--- src/pkg/sac_pkg.sv ---
package sac_pkg;

  // ----------------------------------------------------------------
  // register map (byte addresses)
  // ----------------------------------------------------------------
  localparam int          ADDR_W      = 8;
  localparam logic [7:0]  OFS_CTRL    = 8'h00;
  localparam logic [7:0]  OFS_PINCFG  = 8'h04;
  localparam logic [7:0]  OFS_RESULT  = 8'h08;
  localparam logic [7:0]  OFS_ISTAT   = 8'h0c;
  localparam logic [7:0]  OFS_IMASK   = 8'h10;

  // ----------------------------------------------------------------
  // converter_control fields
  // ----------------------------------------------------------------
  localparam int          CTL_CLK_HI  = 7;
  localparam int          CTL_CLK_LO  = 6;
  localparam int          CTL_CH_HI   = 4;
  localparam int          CTL_CH_LO   = 3;
  localparam int          CTL_GO      = 2;
  localparam int          CTL_FLAG    = 1;
  localparam int          CTL_PWR     = 0;
  localparam logic [7:0]  CTRL_RST    = 8'h00;

  // ----------------------------------------------------------------
  // pin_analog_config fields, interrupt bits
  // ----------------------------------------------------------------
  localparam int          PIN_REF_BIT = 4;
  localparam logic [4:0]  PINCFG_RST  = 5'h00;
  localparam int          IST_DONE    = 0;
  localparam int          IST_ABORT   = 1;
  localparam logic [1:0]  IRQ_RST     = 2'h0;

  // ----------------------------------------------------------------
  // conversion clock and timing, bus response codes
  // ----------------------------------------------------------------
  localparam logic [1:0]  CLK_DIV2    = 2'h0;
  localparam logic [1:0]  CLK_DIV8    = 2'h1;
  localparam logic [1:0]  CLK_DIV32   = 2'h2;
  localparam logic [1:0]  CLK_RC      = 2'h3;
  localparam logic [5:0]  DIV2_N      = 6'h02;
  localparam logic [5:0]  DIV8_N      = 6'h08;
  localparam logic [5:0]  DIV32_N     = 6'h20;
  localparam logic [5:0]  RC_DIV_N    = 6'h19;
  localparam logic [3:0]  SAMPLE_TICKS = 4'h2;
  localparam logic [3:0]  SETTLE_TICKS = 4'h3;
  localparam logic [1:0]  RESP_OKAY   = 2'h0;
  localparam logic [1:0]  RESP_SLVERR = 2'h2;

  // ----------------------------------------------------------------
  // types
  // ----------------------------------------------------------------
  typedef enum logic [3:0] {
    ST_IDLE   = 4'b0001,
    ST_SAMPLE = 4'b0010,
    ST_TRIAL  = 4'b0100,
    ST_FINISH = 4'b1000
  } sac_state_t;

  typedef struct packed {
    logic       sample_en;
    logic [1:0] channel;
    logic       ref_ext;
    logic [3:0] analog_en;
    logic [7:0] trial;
  } sac_ana_t;

endpackage

--- src/hw/sac_sync3.sv ---
`timescale 1ns/1ns
`default_nettype none
module sac_sync3 (
  // clock and reset
  input  wire logic aclk,
  input  wire logic aresetn,
  // pin side
  input  wire logic din,
  // filtered level
  output logic      dout
);
  import sac_pkg::*;

  logic s1_r;
  logic s2_r;
  logic s3_r;

  always_ff @(posedge aclk) begin
    if (!aresetn) begin
      s1_r <= 1'b0;
      s2_r <= 1'b0;
      s3_r <= 1'b0;
    end else begin
      s1_r <= din;
      s2_r <= s1_r;
      s3_r <= s2_r;
    end
  end

  // a change counts only once the last two stages agree
  always_ff @(posedge aclk) begin
    if (!aresetn) begin
      dout <= 1'b0;
    end else if (s2_r == s3_r) begin
      dout <= s3_r;
    end
  end

endmodule
`default_nettype wire

--- src/hw/sac_clkdiv.sv ---
`timescale 1ns/1ns
`default_nettype none
module sac_clkdiv (
  // clock and reset
  input  wire logic       aclk,
  input  wire logic       aresetn,
  // control
  input  wire logic       run,
  input  wire logic [1:0] clk_sel,
  input  wire logic       sleep,
  // conversion clock enable
  output logic            tick
);
  import sac_pkg::*;

  logic [5:0] sys_cnt_r;
  logic [5:0] rc_cnt_r;
  logic [5:0] sys_n;

  always_comb begin
    case (clk_sel)
      CLK_DIV2: sys_n = DIV2_N;
      CLK_DIV8: sys_n = DIV8_N;
      default:  sys_n = DIV32_N;
    endcase
  end

  // system oscillator divider, frozen while the core sleeps
  always_ff @(posedge aclk) begin
    if (!aresetn || !run || sys_cnt_r >= sys_n - 6'h01) begin
      sys_cnt_r <= 6'h00;
    end else if (!sleep) begin
      sys_cnt_r <= sys_cnt_r + 6'h01;
    end
  end

  // private rc clock keeps running through sleep
  always_ff @(posedge aclk) begin
    if (!aresetn || !run || rc_cnt_r == RC_DIV_N - 6'h01) begin
      rc_cnt_r <= 6'h00;
    end else begin
      rc_cnt_r <= rc_cnt_r + 6'h01;
    end
  end

  // (RL7) clock source choice
  always_ff @(posedge aclk) begin
    if (!aresetn || !run) begin
      tick <= 1'b0;
    end else if (clk_sel == CLK_RC) begin
      tick <= (rc_cnt_r == RC_DIV_N - 6'h01);
    end else begin
      tick <= !sleep && (sys_cnt_r == sys_n - 6'h01);
    end
  end

endmodule
`default_nettype wire

--- src/hw/sac_top.sv ---
`timescale 1ns/1ns
`default_nettype none
// Summary of operation
// (RL1) four analog channels, any one routed to the sample-and-hold
// (RL2) each conversion yields an 8-bit unsigned result
// (RL3) successive approximation settles one bit per step, msb first
// (RL4) software picks supply or reference pin as positive reference
// (RL5) conversion continues through sleep when run from the rc clock
// (RL6) software selects the rc clock before relying on sleep conversion
// (RL7) clock select 00 /2, 01 /8, 10 /32, 11 internal rc clock
// (RL8) per-pin analog or digital setting; pin 3 may act as reference
// (RL9) control layout clk[7:6], 0, chan[4:3], go, flag, power; reset 0
// (RL10) channel code 00..11 routes inputs 0..3
// (RL11) go with power starts; completion clears go, loads result, sets flag
module sac_top (
  // clock and reset
  input  wire logic                aclk,
  input  wire logic                aresetn,
  // axi4-lite write address
  input  wire logic                s_axi_awvalid,
  output logic                     s_axi_awready,
  input  wire logic [7:0]          s_axi_awaddr,
  // axi4-lite write data
  input  wire logic                s_axi_wvalid,
  output logic                     s_axi_wready,
  input  wire logic [31:0]         s_axi_wdata,
  input  wire logic [3:0]          s_axi_wstrb,
  // axi4-lite write response
  output logic                     s_axi_bvalid,
  input  wire logic                s_axi_bready,
  output logic [1:0]               s_axi_bresp,
  // axi4-lite read
  input  wire logic                s_axi_arvalid,
  output logic                     s_axi_arready,
  input  wire logic [7:0]          s_axi_araddr,
  output logic                     s_axi_rvalid,
  input  wire logic                s_axi_rready,
  output logic [31:0]              s_axi_rdata,
  output logic [1:0]               s_axi_rresp,
  // core state
  input  wire logic                sleep_mode,
  // analog front end
  input  wire logic                cmp_in,
  output sac_pkg::sac_ana_t        ana_o,
  // interrupt
  output logic                     irq
);
  import sac_pkg::*;

  // ----------------------------------------------------------------
  // declarations
  // ----------------------------------------------------------------
  logic [7:0]  aw_addr_r;
  logic        aw_got_r;
  logic [7:0]  w_data_r;
  logic        w_lane0_r;
  logic        w_got_r;
  logic        wr_fire;
  logic        wr_ctrl;
  logic        wr_pincfg;
  logic        wr_istat;
  logic        wr_imask;

  logic [1:0]  clk_sel_r;
  logic [1:0]  chan_r;
  logic        go_r;
  logic        flag_r;
  logic        pwr_r;
  logic [4:0]  pincfg_r;
  logic [7:0]  result_r;
  logic [1:0]  istat_r;
  logic [1:0]  istat_nxt;
  logic [1:0]  imask_r;

  sac_state_t  state_r;
  logic [3:0]  cnt_r;
  logic [2:0]  bit_r;
  logic [7:0]  trial_r;
  logic [1:0]  conv_ch_r;
  logic        tick;
  logic        cmp_f;
  logic        busy;
  logic        abort;
  logic        done_evt;

  // ----------------------------------------------------------------
  // helpers
  // ----------------------------------------------------------------
  function automatic logic addr_is(input logic [7:0] a, input logic [7:0] ofs);
    addr_is = (a[7:2] == ofs[7:2]);
  endfunction

  function automatic logic mapped(input logic [7:0] a);
    mapped = addr_is(a, OFS_CTRL) || addr_is(a, OFS_PINCFG) ||
             addr_is(a, OFS_RESULT) || addr_is(a, OFS_ISTAT) ||
             addr_is(a, OFS_IMASK);
  endfunction

  // ----------------------------------------------------------------
  // submodules
  // ----------------------------------------------------------------
  sac_clkdiv u_div (
    .aclk    (aclk),
    .aresetn (aresetn),
    .run     (pwr_r),
    .clk_sel (clk_sel_r),
    .sleep   (sleep_mode),
    .tick    (tick)
  );

  sac_sync3 u_cmp (
    .aclk    (aclk),
    .aresetn (aresetn),
    .din     (cmp_in),
    .dout    (cmp_f)
  );

  // ----------------------------------------------------------------
  // axi4-lite write channel
  // ----------------------------------------------------------------
  // address and data are taken in either order, held until both exist
  always_ff @(posedge aclk) begin
    if (!aresetn) begin
      s_axi_awready <= 1'b1;
      aw_got_r      <= 1'b0;
      aw_addr_r     <= 8'h00;
    end else if (s_axi_awvalid && s_axi_awready) begin
      s_axi_awready <= 1'b0;
      aw_got_r      <= 1'b1;
      aw_addr_r     <= s_axi_awaddr;
    end else if (wr_fire) begin
      aw_got_r      <= 1'b0;
    end else if (s_axi_bvalid && s_axi_bready) begin
      s_axi_awready <= 1'b1;
    end
  end

  always_ff @(posedge aclk) begin
    if (!aresetn) begin
      s_axi_wready <= 1'b1;
      w_got_r      <= 1'b0;
      w_data_r     <= 8'h00;
      w_lane0_r    <= 1'b0;
    end else if (s_axi_wvalid && s_axi_wready) begin
      s_axi_wready <= 1'b0;
      w_got_r      <= 1'b1;
      w_data_r     <= s_axi_wdata[7:0];
      w_lane0_r    <= s_axi_wstrb[0];
    end else if (wr_fire) begin
      w_got_r      <= 1'b0;
    end else if (s_axi_bvalid && s_axi_bready) begin
      s_axi_wready <= 1'b1;
    end
  end

  assign wr_fire   = aw_got_r && w_got_r && !s_axi_bvalid;
  assign wr_ctrl   = wr_fire && w_lane0_r && addr_is(aw_addr_r, OFS_CTRL);
  assign wr_pincfg = wr_fire && w_lane0_r && addr_is(aw_addr_r, OFS_PINCFG);
  assign wr_istat  = wr_fire && w_lane0_r && addr_is(aw_addr_r, OFS_ISTAT);
  assign wr_imask  = wr_fire && w_lane0_r && addr_is(aw_addr_r, OFS_IMASK);

  always_ff @(posedge aclk) begin
    if (!aresetn) begin
      s_axi_bvalid <= 1'b0;
      s_axi_bresp  <= RESP_OKAY;
    end else if (wr_fire) begin
      s_axi_bvalid <= 1'b1;
      s_axi_bresp  <= mapped(aw_addr_r) ? RESP_OKAY : RESP_SLVERR;
    end else if (s_axi_bready) begin
      s_axi_bvalid <= 1'b0;
    end
  end

  // ----------------------------------------------------------------
  // axi4-lite read channel
  // ----------------------------------------------------------------
  always_ff @(posedge aclk) begin
    if (!aresetn) begin
      s_axi_arready <= 1'b1;
      s_axi_rvalid  <= 1'b0;
      s_axi_rdata   <= 32'h0000_0000;
      s_axi_rresp   <= RESP_OKAY;
    end else if (s_axi_arvalid && s_axi_arready) begin
      s_axi_arready <= 1'b0;
      s_axi_rvalid  <= 1'b1;
      s_axi_rresp   <= mapped(s_axi_araddr) ? RESP_OKAY : RESP_SLVERR;
      if (addr_is(s_axi_araddr, OFS_CTRL)) begin
        // (RL9) control readback
        s_axi_rdata <= {24'h000000, clk_sel_r, 1'b0, chan_r, go_r, flag_r, pwr_r};
      end else if (addr_is(s_axi_araddr, OFS_PINCFG)) begin
        s_axi_rdata <= {27'h0000000, pincfg_r};
      end else if (addr_is(s_axi_araddr, OFS_RESULT)) begin
        s_axi_rdata <= {24'h000000, result_r};
      end else if (addr_is(s_axi_araddr, OFS_ISTAT)) begin
        s_axi_rdata <= {30'h00000000, istat_r};
      end else if (addr_is(s_axi_araddr, OFS_IMASK)) begin
        s_axi_rdata <= {30'h00000000, imask_r};
      end else begin
        s_axi_rdata <= 32'h0000_0000;
      end
    end else if (s_axi_rvalid && s_axi_rready) begin
      s_axi_rvalid  <= 1'b0;
      s_axi_arready <= 1'b1;
    end
  end

  // ----------------------------------------------------------------
  // converter_control
  // ----------------------------------------------------------------
  // (RL9) plain fields reset to zero
  always_ff @(posedge aclk) begin
    if (!aresetn) begin
      clk_sel_r <= CTRL_RST[CTL_CLK_HI:CTL_CLK_LO];
      chan_r    <= CTRL_RST[CTL_CH_HI:CTL_CH_LO];
      pwr_r     <= CTRL_RST[CTL_PWR];
    end else if (wr_ctrl) begin
      clk_sel_r <= w_data_r[CTL_CLK_HI:CTL_CLK_LO];
      chan_r    <= w_data_r[CTL_CH_HI:CTL_CH_LO];
      pwr_r     <= w_data_r[CTL_PWR];
    end
  end

  // (RL11) go needs power, hardware clears it
  always_ff @(posedge aclk) begin
    if (!aresetn) begin
      go_r <= CTRL_RST[CTL_GO];
    end else if (done_evt || abort) begin
      go_r <= 1'b0;
    end else if (wr_ctrl) begin
      go_r <= w_data_r[CTL_GO] && (go_r || w_data_r[CTL_PWR]);
    end
  end

  // (RL11) completion sets flag, set beats clear
  always_ff @(posedge aclk) begin
    if (!aresetn) begin
      flag_r <= CTRL_RST[CTL_FLAG];
    end else if (done_evt) begin
      flag_r <= 1'b1;
    end else if (wr_ctrl) begin
      flag_r <= w_data_r[CTL_FLAG];
    end
  end

  // ----------------------------------------------------------------
  // pin_analog_config
  // ----------------------------------------------------------------
  // (RL8) pin mode and reference select
  always_ff @(posedge aclk) begin
    if (!aresetn) begin
      pincfg_r <= PINCFG_RST;
    end else if (wr_pincfg) begin
      pincfg_r <= w_data_r[4:0];
    end
  end

  // ----------------------------------------------------------------
  // successive approximation engine
  // ----------------------------------------------------------------
  assign busy     = (state_r == ST_SAMPLE) || (state_r == ST_TRIAL);
  assign abort    = busy && (!go_r || !pwr_r);
  assign done_evt = (state_r == ST_FINISH);

  // (RL5) ticks keep coming in sleep only on the rc clock
  always_ff @(posedge aclk) begin
    if (!aresetn || abort) begin
      state_r   <= ST_IDLE;
      cnt_r     <= 4'h0;
      bit_r     <= 3'h7;
      trial_r   <= 8'h00;
      conv_ch_r <= 2'h0;
    end else begin
      case (state_r)
        ST_IDLE: begin
          if (go_r && pwr_r) begin
            // (RL10) channel latched for the whole conversion
            conv_ch_r <= chan_r;
            cnt_r     <= SAMPLE_TICKS - 4'h1;
            state_r   <= ST_SAMPLE;
          end
        end
        ST_SAMPLE: begin
          if (tick) begin
            if (cnt_r == 4'h0) begin
              // (RL3) first trial at the msb
              trial_r <= 8'h80;
              bit_r   <= 3'h7;
              cnt_r   <= SETTLE_TICKS - 4'h1;
              state_r <= ST_TRIAL;
            end else begin
              cnt_r <= cnt_r - 4'h1;
            end
          end
        end
        ST_TRIAL: begin
          if (tick) begin
            if (cnt_r != 4'h0) begin
              cnt_r <= cnt_r - 4'h1;
            end else begin
              // (RL3) keep or drop this bit, try the next
              trial_r[bit_r] <= cmp_f;
              cnt_r          <= SETTLE_TICKS - 4'h1;
              if (bit_r == 3'h0) begin
                state_r <= ST_FINISH;
              end else begin
                trial_r[bit_r - 3'h1] <= 1'b1;
                bit_r                 <= bit_r - 3'h1;
              end
            end
          end
        end
        ST_FINISH: begin
          state_r <= ST_IDLE;
        end
        default: begin
          state_r <= ST_IDLE;
        end
      endcase
    end
  end

  // (RL2) 8-bit result loaded at completion
  always_ff @(posedge aclk) begin
    if (!aresetn) begin
      result_r <= 8'h00;
    end else if (done_evt) begin
      result_r <= trial_r;
    end
  end

  // ----------------------------------------------------------------
  // interrupt status and mask
  // ----------------------------------------------------------------
  // write-one-to-clear, a new event in the same cycle wins
  always_comb begin
    istat_nxt = istat_r;
    if (wr_istat) begin
      istat_nxt = istat_nxt & ~w_data_r[1:0];
    end
    istat_nxt[IST_DONE]  = istat_nxt[IST_DONE] | done_evt;
    istat_nxt[IST_ABORT] = istat_nxt[IST_ABORT] | abort;
  end

  always_ff @(posedge aclk) begin
    if (!aresetn) begin
      istat_r <= IRQ_RST;
    end else begin
      istat_r <= istat_nxt;
    end
  end

  always_ff @(posedge aclk) begin
    if (!aresetn) begin
      imask_r <= IRQ_RST;
    end else if (wr_imask) begin
      imask_r <= w_data_r[1:0];
    end
  end

  always_ff @(posedge aclk) begin
    if (!aresetn) begin
      irq <= 1'b0;
    end else begin
      irq <= |(istat_r & imask_r);
    end
  end

  // ----------------------------------------------------------------
  // analog front end drive
  // ----------------------------------------------------------------
  // one cycle behind the engine; the settle ticks cover that lag
  always_ff @(posedge aclk) begin
    if (!aresetn) begin
      ana_o <= '0;
    end else begin
      ana_o.sample_en <= (state_r == ST_SAMPLE);
      // (RL1) (RL10) mux follows the latched channel while busy
      ana_o.channel   <= busy ? conv_ch_r : chan_r;
      // (RL4) external reference from pin 3
      ana_o.ref_ext   <= pincfg_r[PIN_REF_BIT];
      // (RL8) pins set analog disable their digital buffers
      ana_o.analog_en <= pincfg_r[3:0] | {pincfg_r[PIN_REF_BIT], 3'h0};
      ana_o.trial     <= trial_r;
    end
  end

endmodule
`default_nettype wire

--- config.mk ---
export PLATFORM = sky130hd
export DESIGN_NAME = sac_top
export DESIGN_NICKNAME = d
export VERILOG_FILES = /design/src/pkg/sac_pkg.sv /design/src/hw/sac_sync3.sv /design/src/hw/sac_clkdiv.sv /design/src/hw/sac_top.sv
export SDC_FILE = /design/constraint.sdc
export NUM_CORES = 1
export LEC_CHECK = 0
export ABC_AREA = 0
export BUFFER_PORTS_ARGS = -buffer_cell sky130_fd_sc_hd__buf_2
export CORE_AREA = 8 8 124 126
export DETAILED_ROUTE_END_ITERATION = 10
export DIE_AREA = 0 0 132 134
export GPL_ROUTABILITY_DRIVEN = 0
export SLEW_MARGIN = 10
export SYNTH_ARGS = -nofsm -noshare
export SYNTH_HDL_FRONTEND = slang
export SYNTH_SLANG_ARGS = --single-unit
--- constraint.sdc ---
create_clock -name aclk -period 3.1 [get_ports aclk]
set_clock_uncertainty 0.1 [all_clocks]
set_input_delay 0.62 -clock aclk [delete_from_list [all_inputs] [get_ports aclk]]
set_output_delay 0.62 -clock aclk [all_outputs]
set_load 0.02 [all_outputs]
==> flow_summary_export.csv, run 1 <==
group,metric,value,unit
detailed_routing,ant_nets,0,
global_routing,grt_max_degree,41,
finish,fillers,1392,
sta,setup_violations,0,
yosys,synth_seq_area_share,42.9,%
yosys,syn_avg_cell_area,8.88,µm²
yosys,yosysTopAreaCell,"dfxtp_1",
setup_path,required,3.25,ns
global_routing,first_global_vias,3930,
power_and_ir_drop,power_density,466,nW/µm²
detailed_routing,viasPerCell,4.94,
floorplan,die_h,134,µm
sta,rsz0062_at_grt,"false",
yosys,ys_async_sr_fraction,0,%
sta,drv_slew,0,
place,dpl-instance-area,5470,µm²
finish,diodes,0,
place,port_buffers,60,
global_routing,grt_pass1_wl,19300,µm
finish,stdcell_count,813,
floorplan,core-area,13500,µm²
floorplan,rows,43,
clock_tree,cts-root-buf,"clkbuf_16",
yosys,synth_area_leaders,"dfxtp_1, nand2_1, a21boi_0",
sta,hold_viol,0,
yosys,yosysMostFrequentCell,"dfxtp_1",
detailed_routing,vias,4019,
place,dpl_worst_slack,0.884,ns
clock_tree,cts_max_level,3,
clock_tree,cts_buffer_depth,2,
yosys,yosysWarnings,0,
yosys,synth_area,5130,µm²
sta,layout_setup_ws,0.859,ns
detailed_routing,drc,0,
finish,stdcell_area,5740,µm²
setup_path,crit_fanout,13,
min_path,hold_path.class,"flop to flop",
floorplan,initial_core_util,38.0,%
sta,tightest_slew,0.566,ns
floorplan,fp.dieW,132,µm
clock_tree,cts_sinks,110,
detailed_routing,dr.pass1.iters,4,
setup_path,crit_path_end_kind,"flop",
floorplan,dieArea,17700,µm²
global_routing,grt_overflow,0,
setup_path,crit_type,"flop to flop",
setup_path,r2r-start,"bit_r[0]",
finish,syn_to_final_growth,12.0,%
power_and_ir_drop,peakVddDrop,277,µV
sta,max_freq,446,MHz
floorplan,io_pins,119,
sta,timing.final.crit_period,2.24,ns
global_routing,antenna_found_initial,0,
sta,finalSetupTns,0,ns
setup_path,worstSetupStartpointType,"flop",
detailed_routing,wl_per_cell,13.9,µm
finish,nNetsFinal,701,
clock_tree,postCtsSetupBuffers,0,
yosys,synth_common_cells,"dfxtp_1, nand2_1, nor2_1",
clock_tree,cts_hold_buf,0,
global_routing,grt_usage,13.0,%
job,cap_violations,0,
power_and_ir_drop,power,2.68,mW
sta,whs,0.339,ns
yosys,yosys.area.top_type_share,42.9,%
setup_path,r2r_cells,6,
sta,period_share,72.3,%
clock_tree,cts-buffers-inserted,9,
min_path,hold_start,"u_cmp.s1_r",
outcome,status,"complete, no violations",
place,place_inst,797,
clock_tree,cts_tree,"built",
clock_tree,clock_latency,0.34,ns
min_path,min_path_cells,1,
sta,slew_headroom,62.0,%
finish,fin_util,42.5,%
yosys,ys.flop_type,"dfxtp_1",
setup_path,crit_start,"bit_r[0]",
setup_path,worstPathArrival,2.39,ns
yosys,ys_types,70,
clock_tree,cts_resized,0,
detailed_routing,wirelength,11300,µm
place,dpl.hpwl,8350,µm
yosys,synthCells,578,
power_and_ir_drop,leakagePower,2.35,nW
clock_tree,clk_pin_slew,0.07,ns
finish,drive_gt1_share,15.8,%
yosys,synth_edf_count,0,
yosys,synth-seq-cells,110,
detailed_routing,first_iter_violations,209,
[flip-flops by register name, summed over array words and instances, names as in the netlist, 3 cells and up]
signal / count
ana_o: 16
result_r: 8
s_axi_rdata: 8
trial_r: 8
w_data_r: 7
aw_addr_r: 6
u_div.rc_cnt_r: 6
u_div.sys_cnt_r: 6
pincfg_r: 5
cnt_r: 4
state_r: 4
bit_r: 3
[cell families after synthesis]
logic type	share of synthesized area, %
AO/OA/AOI/OAI	16.9
XOR/XNOR	2.02
adder cells (fa/ha/maj)	2.93
buffers and inverters	7.32
flip-flops	42.9
multiplexers	4.54
other	0.146
AND/OR/NAND/NOR	23.3
[power by group]
part | internal (mW) | total, mW | switching (mW)
Sequential | 1.43 | 1.45 | 0.0168
Clock | 0.547 | 1.07 | 0.522
Combinational | 0.0507 | 0.155 | 0.105
[worst paths after layout]
check	to	slack, ns
max	trial_r[7]	0.86
min	u_cmp.s2_r	0.34
max reg2reg	trial_r[7]	0.86
min reg2reg	u_cmp.s2_r	0.34
[worst max-delay path, stage by stage, from the launching register on]
cell and delay [ns]:
dfxtp_1 0.56, inv_1 0.22, ha_1 0.29, or3b_2 0.50, a21oi_1 0.17, o22ai_1 0.09
a221oi_1 0.23
[metal layers]
metal  part of all wire, %  vias up  GRT usage [%]
met5                     0        -              0
met4                  0.96        0           3.57
met3                   5.3        7           3.85
met2                    47       86           21.8
met1                    47     1878           15.8
li1                      -     2048              -
[layout make-up]
cell class	instances	area [µm²]	share of cell area (%)
inverter	17	63.8	1.11
clock buffer	9	225	3.92
sequential	110	2200	38.3
tap	180	225	3.92
multi-input combinational	426	2650	46.1
clock inverter	7	50.0	0.871
timing repair buffer	64	330	5.75
[cell usage in the layout, fill, tap and decap left out, types with 3 or more instances in the layout]
cell type / count
nor3_1: 7
o21ai_0: 24
buf_4: 4
mux2i_1: 21
nor2b_1: 32
o31ai_1: 6
and2_1: 21
a22oi_1: 4
o311ai_0: 3
conb_1: 27
o21a_1: 5
nor4_1: 3
xnor2_1: 4
clkbuf_16: 9
inv_1: 17
nand2b_1: 7
nand2_1: 76
a21oi_1: 28
dfxtp_1: 110
a31o_2: 4
nand4_1: 3
o2bb2ai_1: 4
buf_2: 60
nand3_1: 9
ha_1: 12
and3_1: 6
xor2_1: 6
clkinvlp_4: 3
nor2_1: 34
a21boi_0: 29
or3_1: 4
a31oi_1: 3
No activity file was read; power rests on OpenSTA's default activity.
==> run 2: changes to the inputs <==
==> constraint.sdc (replaced) <==
create_clock -name aclk -period 2.2 [get_ports aclk]
set_clock_uncertainty 0.1 [all_clocks]
set_input_delay 0.44 -clock aclk [delete_from_list [all_inputs] [get_ports aclk]]
set_output_delay 0.44 -clock aclk [all_outputs]
set_load 0.02 [all_outputs]
==> run 2 against run 1 <==
  * Register-to-register slack lost 0.66 ns
  * Final area grew 1.4%
  * Utilization grew 0.61 points
  * Critical endpoint unchanged
  * Largest cell class unchanged
  * Count of clock-buffer cells in the layout grew 2
  * Critical path depth is the same
  * Combinational power grew 44%
  * Clock power grew 64%
  * Final cell count grew 0.25%
  * Highest routed layer unchanged
  * Largest power group unchanged
  * Via count grew 0.22%
  * Non-clock buffer count grew 3
  * Wire length grew 0.46%
==> flow_summary_export.csv, run 2 (synthesized netlist as in run 1, its figures left out) <==
group,metric,value,unit
finish,syn_to_final_growth,13.6,%
global_routing,grt_max_degree,65,
setup_path,crit_fanout,6,
clock_tree,cts_resized,0,
place,place_inst,800,
power_and_ir_drop,power_density,691,nW/µm²
detailed_routing,dr.pass1.iters,4,
clock_tree,cts_max_level,3,
finish,diodes,0,
sta,period_share,90.9,%
sta,max_freq,500,MHz
sta,layout_setup_ws,0.200,ns
detailed_routing,viasPerCell,4.94,
floorplan,rows,43,
floorplan,initial_core_util,38.0,%
sta,finalSetupTns,0,ns
global_routing,grt_overflow,0,
sta,hold_viol,0,
global_routing,first_global_vias,3926,
place,port_buffers,60,
finish,multi_input_area,2650,µm²
min_path,hold_path.class,"primary input to flop",
min_path,min_path_cells,2,
finish,nNetsFinal,704,
global_routing,grt_usage,13.1,%
clock_tree,cts_sinks,110,
detailed_routing,wirelength,11400,µm
sta,rsz0062_at_grt,"false",
finish,seqCellArea,2200,µm²
clock_tree,clock_latency,0.35,ns
detailed_routing,ant_nets,0,
global_routing,grt_pass1_wl,19000,µm
power_and_ir_drop,peakVddDrop,495,µV
setup_path,critPathBufInv,1,
detailed_routing,wl_per_cell,14.0,µm
sta,setup_violations,0,
sta,drv_slew,0,
finish,final_common_cell,"dfxtp_1",
power_and_ir_drop,power,4.03,mW
clock_tree,postCtsSetupBuffers,0,
finish,drive_gt1_share,16.1,%
setup_path,crit_chain,"inv_1 -> ha_1 -> or3b_2 -> a21oi_1 -> o22ai_1 -> a221oi_1",
finish,largest_register,"ana_o",
setup_path,crit_type,"flop to flop",
clock_tree,cts_buffer_depth,2,
setup_path,worstSetupStartpointType,"flop",
clock_tree,cts_tree,"built",
floorplan,die_h,134,µm
global_routing,antenna_found_initial,0,
place,dpl-instance-area,5500,µm²
finish,stdcell_count,815,
detailed_routing,drc,0,
setup_path,crit_path_end_kind,"flop",
floorplan,io_pins,119,
setup_path,worstPathArrival,2.17,ns
finish,largest_reg_flops,16,
setup_path,required,2.37,ns
detailed_routing,vias,4028,
sta,timing.final.crit_period,2.00,ns
floorplan,fp.dieW,132,µm
clock_tree,cts-buffers-inserted,9,
setup_path,cpLargestDelayFamily,"simple AND/OR/NAND/NOR gates",
sta,slew_headroom,60.5,%
finish,final_cell_mix,"dfxtp_1, nand2_1, buf_2",
setup_path,max_stage_delay,0.51,ns
place,dpl_worst_slack,0.212,ns
setup_path,r2r_cells,6,
clock_tree,cts-root-buf,"clkbuf_16",
outcome,status,"complete, no violations",
clock_tree,cts_hold_buf,0,
power_and_ir_drop,leakagePower,2.40,nW
detailed_routing,first_iter_violations,222,
sta,tightest_slew,0.589,ns
setup_path,slowest_stage,"or3b_2",
finish,fillers,1355,
finish,stdcell_area,5830,µm²
place,dpl.hpwl,8350,µm
clock_tree,clk_pin_slew,0.07,ns
job,cap_violations,0,
floorplan,core-area,13500,µm²
floorplan,dieArea,17700,µm²
setup_path,worst-path-stages,6,
-- run 2: changes by cell type in the layout (fill, tap and decap cells not counted), sizes merged --
cell      previous run  this run
clkinvlp             3         0
clkbuf               9        11
clkinv               3         2
buf                 64        67
inv                 18        17
bufinv               0         2
-- run 2: path summary, 6_finish.rpt --
path                            slack [ns]       start         end
worst min-delay path                  0.20      cmp_in  u_cmp.s1_r
worst max-delay path                  0.20    bit_r[1]  trial_r[7]
worst max register to register        0.20    bit_r[1]  trial_r[7]
worst min register to register        0.34  u_cmp.s1_r  u_cmp.s2_r
-- run 2: area by class of cell --
cell class,instances,area share (%)
multi-input cells,426,45.4
repair buffers,67,6.27
clock buffers,11,4.34
well taps,180,3.87
flip-flops and latches,110,37.8
inverters,17,1.10
clock inverters,4,1.20
-- run 2: routing by layer --
| layer | part of all wire, % | GRT usage [%] | up-vias |
|---|---|---|---|
| met5 | 0 | 0 | - |
| met4 | 1.7 | 4.85 | 0 |
| met3 | 6.0 | 5.09 | 17 |
| met2 | 45 | 20.9 | 79 |
| met1 | 47 | 15.6 | 1879 |
| li1 | - | - | 2053 |
-- run 2: through the flow --
step / hold WS, ns / utilization (%)
detailed placement: 0.325 / 40.7
CTS: 0.186 / 43.1
floorplan: 0.312 / -
global route: 0.227 / 43.1
finish: 0.200 / 43.1
global placement: 0.328 / 40.7
-- run 2: power breakdown --
| part | total [mW] | internal, mW | switching [mW] | leakage [nW] |
|---|---|---|---|---|
| clock network | 1.76 | 1.05 | 0.710 | 0.161 |
| registers | 2.05 | 2.02 | 0.0238 | 0.891 |
| logic | 0.223 | 0.0756 | 0.147 | 1.35 |
